[src/wwd_pkg.sv]
/*
 Constants, types and helper functions of the windowed watchdog timer.
 Assumes a 10 MHz system clock and a 1 kHz watchdog counter clock on a pin.
*/
`default_nettype none

package wwd_pkg;

    // ========================================================================
    // Timing
    // ========================================================================
    localparam int unsigned CLK_HZ = 10_000_000;
    localparam int unsigned CNT_CLK_HZ = 1_000;
    localparam int unsigned CNT_CLK_PERIOD_CLKS = CLK_HZ / CNT_CLK_HZ;
    localparam logic [1:0] SYNC_TICKS = 2'h2;
    localparam logic [2:0] KEY_WINDOW_CYCLES = 3'h4;
    localparam logic [3:0] CODE_MAX = 4'hb;
    localparam logic [13:0] LEN_BASE = 14'h0008;

    // ========================================================================
    // Register map
    // ========================================================================
    localparam logic [7:0] OFF_CONTROL = 8'h00;
    localparam logic [7:0] OFF_STATUS = 8'h01;
    localparam logic [7:0] OFF_CHANGE_KEY = 8'h02;
    localparam int unsigned CTRL_PERIOD_LSB = 0;
    localparam int unsigned CTRL_WINDOW_LSB = 4;
    localparam int unsigned STATUS_SYNC_BIT = 0;
    localparam int unsigned STATUS_LOCK_BIT = 7;
    localparam logic [7:0] CONTROL_RESET = 8'h00;
    localparam logic [7:0] READ_IDLE = 8'h00;

    // ========================================================================
    // Types
    // ========================================================================
    typedef enum logic [4:0] {
        ST_OFF = 5'b00001,
        ST_NORMAL = 5'b00010,
        ST_WAIT_FIRST = 5'b00100,
        ST_CLOSED = 5'b01000,
        ST_OPEN = 5'b10000
    } wwd_state_t;

    // ========================================================================
    // Functions
    // ========================================================================
    // Length in counter ticks of a period or window code; reserved codes act as the longest.
    function automatic logic [13:0] wwd_code_len(input logic [3:0] code);
        logic [3:0] c;
        c = (code > CODE_MAX) ? CODE_MAX : code;
        if (c == 4'h0)
        begin
            c = 4'h1;
        end
        return LEN_BASE << (c - 4'h1);
    endfunction : wwd_code_len

    // Operating state selected by a control value.
    function automatic wwd_state_t wwd_mode_of(input logic [7:0] ctrl);
        if (ctrl[CTRL_PERIOD_LSB +: 4] == 4'h0)
        begin
            return ST_OFF;
        end
        else if (ctrl[CTRL_WINDOW_LSB +: 4] != 4'h0)
        begin
            return ST_WAIT_FIRST;
        end
        return ST_NORMAL;
    endfunction : wwd_mode_of

endpackage : wwd_pkg

`default_nettype wire

[src/wwd_tick_if.sv]
/*
 Interface that carries the counter clock tick from its synchroniser to the core.
 Assumes both ends run on the system clock.
*/
`timescale 1ns/1ps
`default_nettype none

interface wwd_tick_if;
    logic tick;
    modport src (output tick);
    modport dst (input tick);
endinterface : wwd_tick_if

`default_nettype wire

[src/wwd_core.sv]
/*
 Windowed watchdog timer: control and status registers, keyed change window,
 lock, restart and control synchronisation, and the timeout state machine.
 Assumes a 10 MHz clk, a 1 kHz counter clock pin, and a core that pulses the
 restart input for one cycle per restart instruction.
*/
`timescale 1ns/1ps
`default_nettype none

module wwd_core #(
    parameter logic [7:0] CHANGE_KEY = 8'h5a // Arbitrary value.
) (
    // Clock and reset
    input wire logic clk,
    input wire logic resetn,
    // Register port
    input wire logic [7:0] reg_addr,
    input wire logic [7:0] reg_wdata,
    input wire logic reg_write,
    input wire logic reg_read,
    output logic [7:0] reg_rdata,
    // Core
    input wire logic watchdog_restart_instruction,
    // Pins and straps
    input wire logic watchdog_counter_clock,
    input wire logic debug_mode,
    input wire logic [7:0] fuse_control,
    // Results
    output logic system_reset,
    output logic sync_pending_flag
);

    wwd_tick_if tick_bus ();

    logic dbg_s1_q, dbg_s2_q;
    logic [7:0] fuse_s1_q, fuse_s2_q;
    logic [1:0] boot_q, boot_d;
    logic [2:0] key_cnt_q, key_cnt_d;
    logic lock_q, lock_d;
    logic [7:0] ctrl_pend_q, ctrl_pend_d;
    logic ctrl_busy_q, ctrl_busy_d;
    logic [1:0] ctrl_ticks_q, ctrl_ticks_d;
    logic rst_busy_q, rst_busy_d;
    logic [1:0] rst_ticks_q, rst_ticks_d;
    logic [7:0] rdata_q, rdata_d;
    logic [7:0] ctrl_q, ctrl_d;
    wwd_pkg::wwd_state_t state_q, state_d;
    logic [13:0] cnt_q, cnt_d;
    logic sys_reset_q, sys_reset_d;

    logic tick;
    logic boot_load;
    logic key_open;
    logic ctrl_accept;
    logic ctrl_apply;
    logic restart_accept;
    logic restart_apply;
    logic [13:0] period_len;
    logic [13:0] window_len;
    logic fire;

    wwd_tick_gen u_tick_gen (
        .clk(clk),
        .resetn(resetn),
        .counter_clock(watchdog_counter_clock),
        .tick_port(tick_bus.src)
    );

    // ========================================================================
    // Pin synchronisers
    // ========================================================================
    always_ff @(posedge clk or negedge resetn)
    begin
        if (!resetn)
        begin
            dbg_s1_q <= 1'b0;
            dbg_s2_q <= 1'b0;
            fuse_s1_q <= wwd_pkg::CONTROL_RESET;
            fuse_s2_q <= wwd_pkg::CONTROL_RESET;
        end
        else
        begin
            dbg_s1_q <= debug_mode;
            dbg_s2_q <= dbg_s1_q;
            fuse_s1_q <= fuse_control;
            fuse_s2_q <= fuse_s1_q;
        end
    end

    // ========================================================================
    // Shared decodes
    // ========================================================================
    always_comb
    begin
        tick = tick_bus.tick;
        boot_load = (boot_q == 2'h2);
        key_open = (key_cnt_q != 3'h0);
        ctrl_accept = reg_write && (reg_addr == wwd_pkg::OFF_CONTROL) && key_open
                      && !lock_q && !ctrl_busy_q && (boot_q == 2'h3);
        ctrl_apply = tick && ctrl_busy_q && (ctrl_ticks_q == wwd_pkg::SYNC_TICKS);
        restart_accept = watchdog_restart_instruction && !rst_busy_q && (boot_q == 2'h3);
        restart_apply = tick && rst_busy_q && (rst_ticks_q == wwd_pkg::SYNC_TICKS);
        period_len = wwd_pkg::wwd_code_len(ctrl_q[wwd_pkg::CTRL_PERIOD_LSB +: 4]);
        window_len = wwd_pkg::wwd_code_len(ctrl_q[wwd_pkg::CTRL_WINDOW_LSB +: 4]);
    end

    // ========================================================================
    // Register side
    // ========================================================================
    always_comb
    begin
        boot_d = (boot_q == 2'h3) ? boot_q : boot_q + 2'h1;
        key_cnt_d = key_open ? key_cnt_q - 3'h1 : 3'h0;
        lock_d = lock_q;
        ctrl_pend_d = ctrl_pend_q;
        ctrl_busy_d = ctrl_busy_q;
        ctrl_ticks_d = ctrl_ticks_q;
        rst_busy_d = rst_busy_q;
        rst_ticks_d = rst_ticks_q;
        rdata_d = wwd_pkg::READ_IDLE;
        if (reg_write && (reg_addr == wwd_pkg::OFF_CHANGE_KEY) && (reg_wdata == CHANGE_KEY))
        begin
            key_cnt_d = wwd_pkg::KEY_WINDOW_CYCLES;
        end
        if (boot_load)
        begin
            ctrl_pend_d = fuse_s2_q;
            lock_d = (fuse_s2_q[wwd_pkg::CTRL_PERIOD_LSB +: 4] != 4'h0);
        end
        else if (reg_write && (reg_addr == wwd_pkg::OFF_STATUS) && key_open)
        begin
            if (reg_wdata[wwd_pkg::STATUS_LOCK_BIT])
            begin
                lock_d = 1'b1;
            end
            else if (dbg_s2_q)
            begin
                lock_d = 1'b0;
            end
        end
        if (ctrl_accept)
        begin
            ctrl_pend_d = reg_wdata;
            ctrl_busy_d = 1'b1;
            ctrl_ticks_d = 2'h0;
        end
        else if (ctrl_apply)
        begin
            ctrl_busy_d = 1'b0;
        end
        else if (tick && ctrl_busy_q)
        begin
            ctrl_ticks_d = ctrl_ticks_q + 2'h1;
        end
        if (restart_accept)
        begin
            rst_busy_d = 1'b1;
            rst_ticks_d = 2'h0;
        end
        else if (restart_apply)
        begin
            rst_busy_d = 1'b0;
        end
        else if (tick && rst_busy_q)
        begin
            rst_ticks_d = rst_ticks_q + 2'h1;
        end
        if (reg_read)
        begin
            case (reg_addr)
                wwd_pkg::OFF_CONTROL: rdata_d = ctrl_pend_q;
                wwd_pkg::OFF_STATUS: rdata_d = {lock_q, 6'h00, ctrl_busy_q};
                default: rdata_d = wwd_pkg::READ_IDLE;
            endcase
        end
    end

    always_ff @(posedge clk or negedge resetn)
    begin
        if (!resetn)
        begin
            boot_q <= 2'h0;
            key_cnt_q <= 3'h0;
            lock_q <= 1'b0;
            ctrl_pend_q <= wwd_pkg::CONTROL_RESET;
            ctrl_busy_q <= 1'b0;
            ctrl_ticks_q <= 2'h0;
            rst_busy_q <= 1'b0;
            rst_ticks_q <= 2'h0;
            rdata_q <= wwd_pkg::READ_IDLE;
        end
        else
        begin
            boot_q <= boot_d;
            key_cnt_q <= key_cnt_d;
            lock_q <= lock_d;
            ctrl_pend_q <= ctrl_pend_d;
            ctrl_busy_q <= ctrl_busy_d;
            ctrl_ticks_q <= ctrl_ticks_d;
            rst_busy_q <= rst_busy_d;
            rst_ticks_q <= rst_ticks_d;
            rdata_q <= rdata_d;
        end
    end

    // ========================================================================
    // Timeout state machine
    // ========================================================================
    // Counting advances on the counter clock tick, but every register runs on clk, so a stopped clk stops it; debug mode holds the count at zero.
    always_comb
    begin
        ctrl_d = ctrl_q;
        state_d = state_q;
        cnt_d = cnt_q;
        fire = 1'b0;
        if (boot_load)
        begin
            ctrl_d = fuse_s2_q;
            state_d = wwd_pkg::wwd_mode_of(fuse_s2_q);
            cnt_d = 14'h0000;
        end
        else if (ctrl_apply)
        begin
            ctrl_d = ctrl_pend_q;
            state_d = wwd_pkg::wwd_mode_of(ctrl_pend_q);
            cnt_d = 14'h0000;
        end
        else if (dbg_s2_q)
        begin
            cnt_d = 14'h0000;
            if ((state_q == wwd_pkg::ST_CLOSED) || (state_q == wwd_pkg::ST_OPEN))
            begin
                state_d = wwd_pkg::ST_WAIT_FIRST;
            end
        end
        else if (tick)
        begin
            case (state_q)
                wwd_pkg::ST_OFF:
                begin
                    cnt_d = 14'h0000;
                end
                wwd_pkg::ST_NORMAL, wwd_pkg::ST_WAIT_FIRST, wwd_pkg::ST_OPEN:
                begin
                    if (restart_apply)
                    begin
                        cnt_d = 14'h0000;
                        if (state_q != wwd_pkg::ST_NORMAL)
                        begin
                            state_d = wwd_pkg::ST_CLOSED;
                        end
                    end
                    else if (cnt_q == period_len - 14'h0001)
                    begin
                        fire = 1'b1;
                    end
                    else
                    begin
                        cnt_d = cnt_q + 14'h0001;
                    end
                end
                wwd_pkg::ST_CLOSED:
                begin
                    if (restart_apply)
                    begin
                        fire = 1'b1;
                    end
                    else if (cnt_q == window_len - 14'h0001)
                    begin
                        state_d = wwd_pkg::ST_OPEN;
                        cnt_d = 14'h0000;
                    end
                    else
                    begin
                        cnt_d = cnt_q + 14'h0001;
                    end
                end
                default:
                begin
                    state_d = wwd_pkg::ST_OFF;
                    cnt_d = 14'h0000;
                end
            endcase
        end
        sys_reset_d = sys_reset_q || fire;
    end

    always_ff @(posedge clk or negedge resetn)
    begin
        if (!resetn)
        begin
            ctrl_q <= wwd_pkg::CONTROL_RESET;
            state_q <= wwd_pkg::ST_OFF;
            cnt_q <= 14'h0000;
            sys_reset_q <= 1'b0;
        end
        else
        begin
            ctrl_q <= ctrl_d;
            state_q <= state_d;
            cnt_q <= cnt_d;
            sys_reset_q <= sys_reset_d;
        end
    end

    assign reg_rdata = rdata_q;
    assign system_reset = sys_reset_q;
    assign sync_pending_flag = ctrl_busy_q;
endmodule : wwd_core

`default_nettype wire

[src/wwd_tick_gen.sv]
/*
 Brings the 1 kHz watchdog counter clock pin into the system clock domain
 and turns each rising edge into a one-cycle tick.
 Assumes the system clock is much faster than the counter clock.
*/
`timescale 1ns/1ps
`default_nettype none

module wwd_tick_gen (
    // Clock and reset
    input wire logic clk,
    input wire logic resetn,
    // Counter clock pin
    input wire logic counter_clock,
    // Tick out
    wwd_tick_if.src tick_port
);

    logic s1_q, s1_d;
    logic s2_q, s2_d;
    logic s3_q, s3_d;
    logic tick_q, tick_d;
    logic [1:0] warm_q, warm_d;

    // ========================================================================
    // Synchroniser and edge detector
    // ========================================================================
    always_comb
    begin
        s1_d = counter_clock;
        s2_d = s1_q;
        s3_d = s2_q;
        // Edge detection waits until all three stages hold real pin samples, so a high pin at release is no tick.
        warm_d = (warm_q == 2'h3) ? warm_q : warm_q + 2'h1;
        tick_d = s2_q && !s3_q && (warm_q == 2'h3);
    end

    always_ff @(posedge clk or negedge resetn)
    begin
        if (!resetn)
        begin
            s1_q <= 1'b0;
            s2_q <= 1'b0;
            s3_q <= 1'b0;
            tick_q <= 1'b0;
            warm_q <= 2'h0;
        end
        else
        begin
            s1_q <= s1_d;
            s2_q <= s2_d;
            s3_q <= s3_d;
            tick_q <= tick_d;
            warm_q <= warm_d;
        end
    end

    assign tick_port.tick = tick_q;
endmodule : wwd_tick_gen

`default_nettype wire

[config.mk]
export PLATFORM = sky130hd
export DESIGN_NAME = wwd_core
export DESIGN_NICKNAME = d
export VERILOG_FILES = /design/src/wwd_pkg.sv /design/src/wwd_tick_if.sv /design/src/wwd_core.sv /design/src/wwd_tick_gen.sv
export SDC_FILE = /design/constraint.sdc
export NUM_CORES = 1
export LEC_CHECK = 0
export ABC_AREA = 1
export BUFFER_PORTS_ARGS = -buffer_cell sky130_fd_sc_hd__buf_2
export CAP_MARGIN = 10
export CORE_UTILIZATION = 35
export DETAILED_ROUTE_END_ITERATION = 12
export SLEW_MARGIN = 20
export SYNTH_ARGS = -nofsm -noshare
export SYNTH_HDL_FRONTEND = slang
export SYNTH_HIERARCHICAL = 1
export SYNTH_SLANG_ARGS = --single-unit
[constraint.sdc]
create_clock -name clk -period 4.1 [get_ports clk]
set_clock_uncertainty 0.05 [all_clocks]
set_input_delay 0.205 -clock clk [delete_from_list [all_inputs] [get_ports clk]]
set_output_delay 0.205 -clock clk [all_outputs]
set_load 0.01 [all_outputs]
; Word-level counts from Yosys, hierarchy flattened
; Cells that the tools add are included.
[word_totals]
regBits = 80
inputBits = 31
word_cells = 174
[classes]
addsub = 10
n_lt_le_gt_ge = 2
eq_ne = 25
shift = 2
muxes = 66
reduce_logical = 47
[op_table]
columns = cell, n
row1 = $mux 14, 8
row2 = $mux 5, 15
row3 = $mux 8, 5
row4 = $eq 14x14->1, 2
row5 = $pmux 14 s2, 1
row6 = $shl 4x4->14 const A, 2
row7 = $sub 14x1->14 const B, 2
row8 = $mux 1, 22
row9 = $logic_and 1x1->1, 17
row10 = $logic_not 4->1, 4
row11 = $mux 4, 4
row12 = $pmux 8 s2, 1
row13 = $reduce_bool 4->1, 4
row14 = $ne 5x5->1 const B, 3
row15 = $pmux 5 s3, 1
row16 = $add 14x1->14 const B, 1
row17 = $reduce_bool 2->1, 7
row18 = $mux 2, 6
row19 = $eq 2x2->1 const B, 5
row20 = $add 2x1->2 const B, 4
row21 = $eq 8x1->1 const B, 1
row22 = $eq 8x2->1 const B, 1
row23 = $eq 8x7->1 const B, 1
row24 = $gt 4x4->1 const B, 2
row25 = 23 further kinds, 33

; Logic depth before layout (Yosys ltp)
[depth]
depth_word = 16
ltp_mapped = 19
depth_no_buf = 18

; Modules after synthesis
; Netlist, hierarchy kept.
[modules_own_cells]
columns = module, instances, cells_per_inst, area_per_inst_um2, seq_area_each_um2
row1 = wwd_core, 1, 597, 4337.9, 1853.0
row2 = wwd_tick_gen, 1, 17, 200.2, 150.1

; Worst setup path after synthesis
; OpenSTA, ideal clock, no wires.
[synth_path]
path_kind = reg-to-reg
from = reg ctrl_q[6]
to = reg cnt_q[10]
arrival_time_ps = 1908
path_slack_ps = 2026
stages_incl_launch_ff = 19
n_path_buf = 1
synth_period_minus_slack_ps = 2074
cell_sequence = dfrtp_1 -> nor2_2 -> nand2_1 -> ha_1 -> nand2_1 -> inv_1 -> nor2_1 -> nand2_1 -> inv_1 -> nand2_1 -> nor2_1 -> nand3_1 -> nor2_1 -> nand2_1 -> nand2_2 -> buf_6 -> a21oi_1 -> nand2_1 -> nand2_1
[synth_between]
elab_chain_len = 15
[synth_rtl]
columns = item, line_no
row1 = start: declaration, wwd_core.sv:46  ; logic [7:0] ctrl_q, ctrl_d;
row2 = start signal: assignment, wwd_core.sv:292  ; ctrl_q <= wwd_pkg::CONTROL_RESET;
row3 = start signal: assignment, wwd_core.sv:299  ; ctrl_q <= ctrl_d;
row4 = $gt 4x4->1, wwd_pkg.sv:50  ; c = (code > CODE_MAX) ? CODE_MAX : code;
row5 = $mux 4 (*), wwd_pkg.sv:50
row6 = $logic_not 4->1, wwd_pkg.sv:51  ; if (c == 4'h0)
row7 = $mux 4 (*), wwd_pkg.sv:51
row8 = $sub 4x1->4 (*), wwd_pkg.sv:55  ; return LEN_BASE << (c - 4'h1);
row9 = $shl 4x4->14 (*), wwd_pkg.sv:55
row10 = $sub 14x1->14 (*), wwd_core.sv:268  ; else if (cnt_q == window_len - 14'h0001)
row11 = $eq 14x14->1 (*), wwd_core.sv:268
row12 = $mux 14 (*), wwd_core.sv:268
row13 = $mux 14 (*), wwd_core.sv:264  ; if (restart_apply)
row14 = $pmux 14 s2 (*), wwd_core.sv:238  ; case (state_q)
row15 = $mux 14 (*), wwd_core.sv:236  ; else if (tick)
row16 = $mux 14 (*), wwd_core.sv:228  ; else if (dbg_s2_q)
row17 = $mux 14 (*), wwd_core.sv:222  ; else if (ctrl_apply)
row18 = $mux 14 (*), wwd_core.sv:216  ; if (boot_load)
row19 = end signal: assignment, wwd_core.sv:301  ; cnt_q <= cnt_d;
row20 = end: declaration, wwd_core.sv:48  ; logic [13:0] cnt_q, cnt_d;
; Mark *: on every way between the ends. The rest lies on a longest branch, timed or not. The select of a mux whose other input is x is not followed.
; A chain may end at the register's enable or synchronous reset.

; Worst setup path after layout
[layout_path]
from = reg boot_q[0]
to = reg cnt_q[1]
[layout_between]
elab_chain_len = 3
elab_cells_between_ends = 6
[layout_rtl]
columns = item, line_no
row1 = start: declaration, wwd_core.sv:37  ; logic [1:0] boot_q, boot_d;
row2 = start signal: assignment, wwd_core.sv:194  ; boot_q <= boot_d;
row3 = $eq 2x2->1 (*), wwd_core.sv:96  ; boot_load = (boot_q == 2'h2);
row4 = "$ne 6x6->1 (no line), or another cell as far along", --
row5 = $reduce_and 3->1 (no line), --
; Mark *: on every way between the ends. The rest lies on a longest branch, timed or not.

==> flow_summary.yaml <==
timing:
  fmax_mhz: 370
  whs_ns: -0.0196
  hold_viol_final: 25
  slew_viol_final: 0
  tightest_slew_ns: 0.970
  period_share_pct: 65.9
  setup_tns_ns: 0
  timing.final.crit_period_ns: 2.70
  final-setup-viol-count: 0
  rsz0062_at_grt: "false"
  relSlewSlack_pct: 35.3
worst_setup_path:
  crit_fanout: 19
  critical_path.endpoint_type: "flip-flop"
  required_ns: 4.32
  worst_setup_path_start_kind: "flip-flop"
  critical_path_class: "reg2reg"
  crit_arrival_ns: 2.92
cts:
  cts_buffer_depth: 2
  postCtsHoldBufs: 10
  cts_tree: "done"
  clock-sinks: 80
  cts_root_buf: "clkbuf_16"
  h-tree-depth: 3
  numCtsBuffers: 9
  post-cts-setup-buffers: 0
  cts-resized-gates: 0
  worstSkewPairLatency_ns: 0.33
  clkTransAtPathRegs_ns: 0.05
final_layout:
  area_growth_pct: 15.1
  final_util_pct: 41.4
  drive_gt1_share_pct: 11.7
  antenna_cells: 0
  design_area_sq_um: 5220
  nNetsFinal: 702
global_route:
  first_global_vias: 3994
  gr-total-overflow: 0
  grt_pass1_wl_um: 18300
  grt_max_degree: 81
  antenna_found_initial: 0
  grt.total_usage_pct: 17.5
pwr:
  cell_internal_pwr_mw: 1.66
  p_leak_nw: 2.66
  p_switching_mw: 1.08
  p_per_area_nw_per_um2: 524
  swShare_pct: 39.4
  comb_power_share_pct: 36.0
  ir_worst_vdd_v: 0.000263
  p_clk_share_pct: 25.8
  p_seq_share_pct: 38.2
synth:
  synth_fp_nets: 655
  netlist_instances: 614
  synthMuxAreaShare_pct: 0
  synth_top_family_by_area: "simple AND/OR/NAND/NOR gates"
  synth-xor-area-share_pct: 2.32
  synth_simple_gate_area_share_pct: 33.6
  yosys.area.top_type: "dfrtp_1"
  ys_warn_count: 6
  synthTopCellsByArea: "dfrtp_1, nand2_1, inv_1, nand3_1, o21ai_0"
  yosysSeqAreaShare_pct: 44.1
  synth_compound_area_share_pct: 8.38
  synth_cell_types: 37
  synth_seq_cells: 80
  synth_area_sq_um: 4540
  avgSynthCellArea_sq_um: 7.39
  yosys.area_share.adder_pct: 2.76
  netlist.area_leader.share_pct: 43.6
die:
  start_util_pct: 36.0
  dieArea_sq_um: 13400
  dieWidth_um: 116
  die_h_um: 116
  rows: 41
  io_pins: 41
  core_sq_um: 12600
run:
  cap_violations: 0
drt:
  num_vias: 4036
  avgRoutedWirePerCell_um: 12.5
  drc: 0
  dr.first_iter.drc_count: 239
  drt_wl_total_um: 10500
  dr.pass1.iters: 5
  drtAntennaViolNets: 0
  vias_per_cell: 4.82
placed_design:
  placed_cell_area_sq_um: 4860
  place_congestion: 0.889
  io_buffers: 40
  dp_hpwl_um: 7850
outcome:
  violations: "negative hold slack"
  status: "finished, violations left"
min_path:
  worstHoldPathType: "in2async"
## cells by family after synthesis
group / after synthesis
XOR/XNOR: 12
AO/OA/AOI/OAI: 69
AND/OR/NAND/NOR: 347
buffers and inverters: 96
flip-flops: 80
adder cells (fa/ha/maj): 10
## registers in the layout (all words and copies together), names as in the netlist, 2 cells and up
name	cells
boot_q	2
cnt_q	14
ctrl_pend_q	8
ctrl_q	8
ctrl_ticks_q	2
fuse_s1_q	8
fuse_s2_q	8
key_cnt_q	3
reg_rdata	8
rst_ticks_q	2
state_q	5
u_tick_gen/warm_q	2
## synthesized netlist by cell type
library cell / number
clkinv_1: 1
nor3_1: 14
clkbuf_1: 5
nand2_2: 10
nor2_1: 50
a211oi_1: 1
xnor2_1: 2
a21oi_2: 1
o21bai_1: 1
or2_2: 2
nor2_4: 2
nand2_1: 192
nand4_1: 14
dfrtp_1: 79
buf_6: 4
nand3_1: 44
a21boi_2: 2
nand3_2: 1
nand2_4: 1
nand3b_1: 4
buf_4: 2
nor4_1: 8
ha_1: 10
inv_1: 79
nand4_2: 1
o21ai_0: 38
o311ai_0: 1
buf_2: 3
o211ai_1: 1
a31oi_1: 4
nor2_2: 3
xor2_1: 10
inv_2: 2
dfstp_2: 1
or2_0: 1
a21boi_0: 1
a21oi_1: 19
## critical path, cell delays in order (launching register included)
cell and delay, ns:
dfrtp_1 0.41, inv_1 0.07, ha_1 0.53, inv_2 0.17, nand2_2 0.31, nor2_4 0.16
o21ai_0 0.14, inv_1 0.11, a21boi_2 0.49, nand2_1 0.12, nand2_1 0.08
## path summary, 6_finish.rpt
kind / from / end / slack, ns / depth (start not counted)
max in group asynchronous: resetn / ctrl_q[0] / 3.40 / 1
min reg2reg: fuse_s1_q[3] / fuse_s2_q[3] / 0.30 / 0
max reg2reg: boot_q[0] / cnt_q[1] / 1.40 / 10
max: boot_q[0] / cnt_q[1] / 1.40 / 10
min in group clk: reg_wdata[5] / ctrl_pend_q[5] / 0.05 / 3
min: resetn / u_tick_gen/s2_q / -0.02 / 1
## stage by stage
stage                     setup slack, ns  cells  power [mW]  hold WS, ns
after floorplan                      2.03    614        1.82       -0.141
after global placement               1.45    812        1.99        0.262
after detailed placement             1.41    812        2.03        0.264
after CTS                            1.40    838        2.75       0.0341
after global routing                 1.07    838        2.98       0.0691
final                                1.40    838        2.73      -0.0196
## cell type report
type                            count  area [sq um]
Fill cell                        1318          7400
Multi-Input combinational cell    438          2130
Sequential cell                    80          2000
Inverter                           82           308
Timing Repair Buffer               50           303
Clock buffer                       13           240
Tap cell                          172           215
Clock inverter                      3          18.8
## per-layer routing
| layer | track usage (%) | vias up | part of all wire (%) |
|---|---|---|---|
| met1 | 22.1 | 1873 | 46 |
| li1 | - | 2056 | - |
| met3 | 2.98 | 14 | 4.7 |
| met5 | 0 | - | 0 |
| met2 | 29.8 | 93 | 48 |
| met4 | 7.01 | 0 | 1.7 |
## placed cells by master, fill, tap and decap left out, types with 14 or more instances in the layout
cell type  Yosys  layout
a21oi_1       19      19
buf_2          3      39
dfrtp_1       79      79
inv_1         79      79
nand2_1      192     192
nand3_1       44      44
nand4_1       14      14
nor2_1        50      50
nor3_1        14      14
o21ai_0       38      38
## power by group through the flow
stage               clock network, mW  logic (mW)  registers, mW
finish                          0.706       0.983           1.04
global route                    0.761        1.15           1.07
CTS                             0.722       0.983           1.04
detailed placement                  0       0.972           1.06
global placement                    0       0.936           1.06
floorplan                           0       0.804           1.01
No activity file was read; power rests on OpenSTA's default activity.
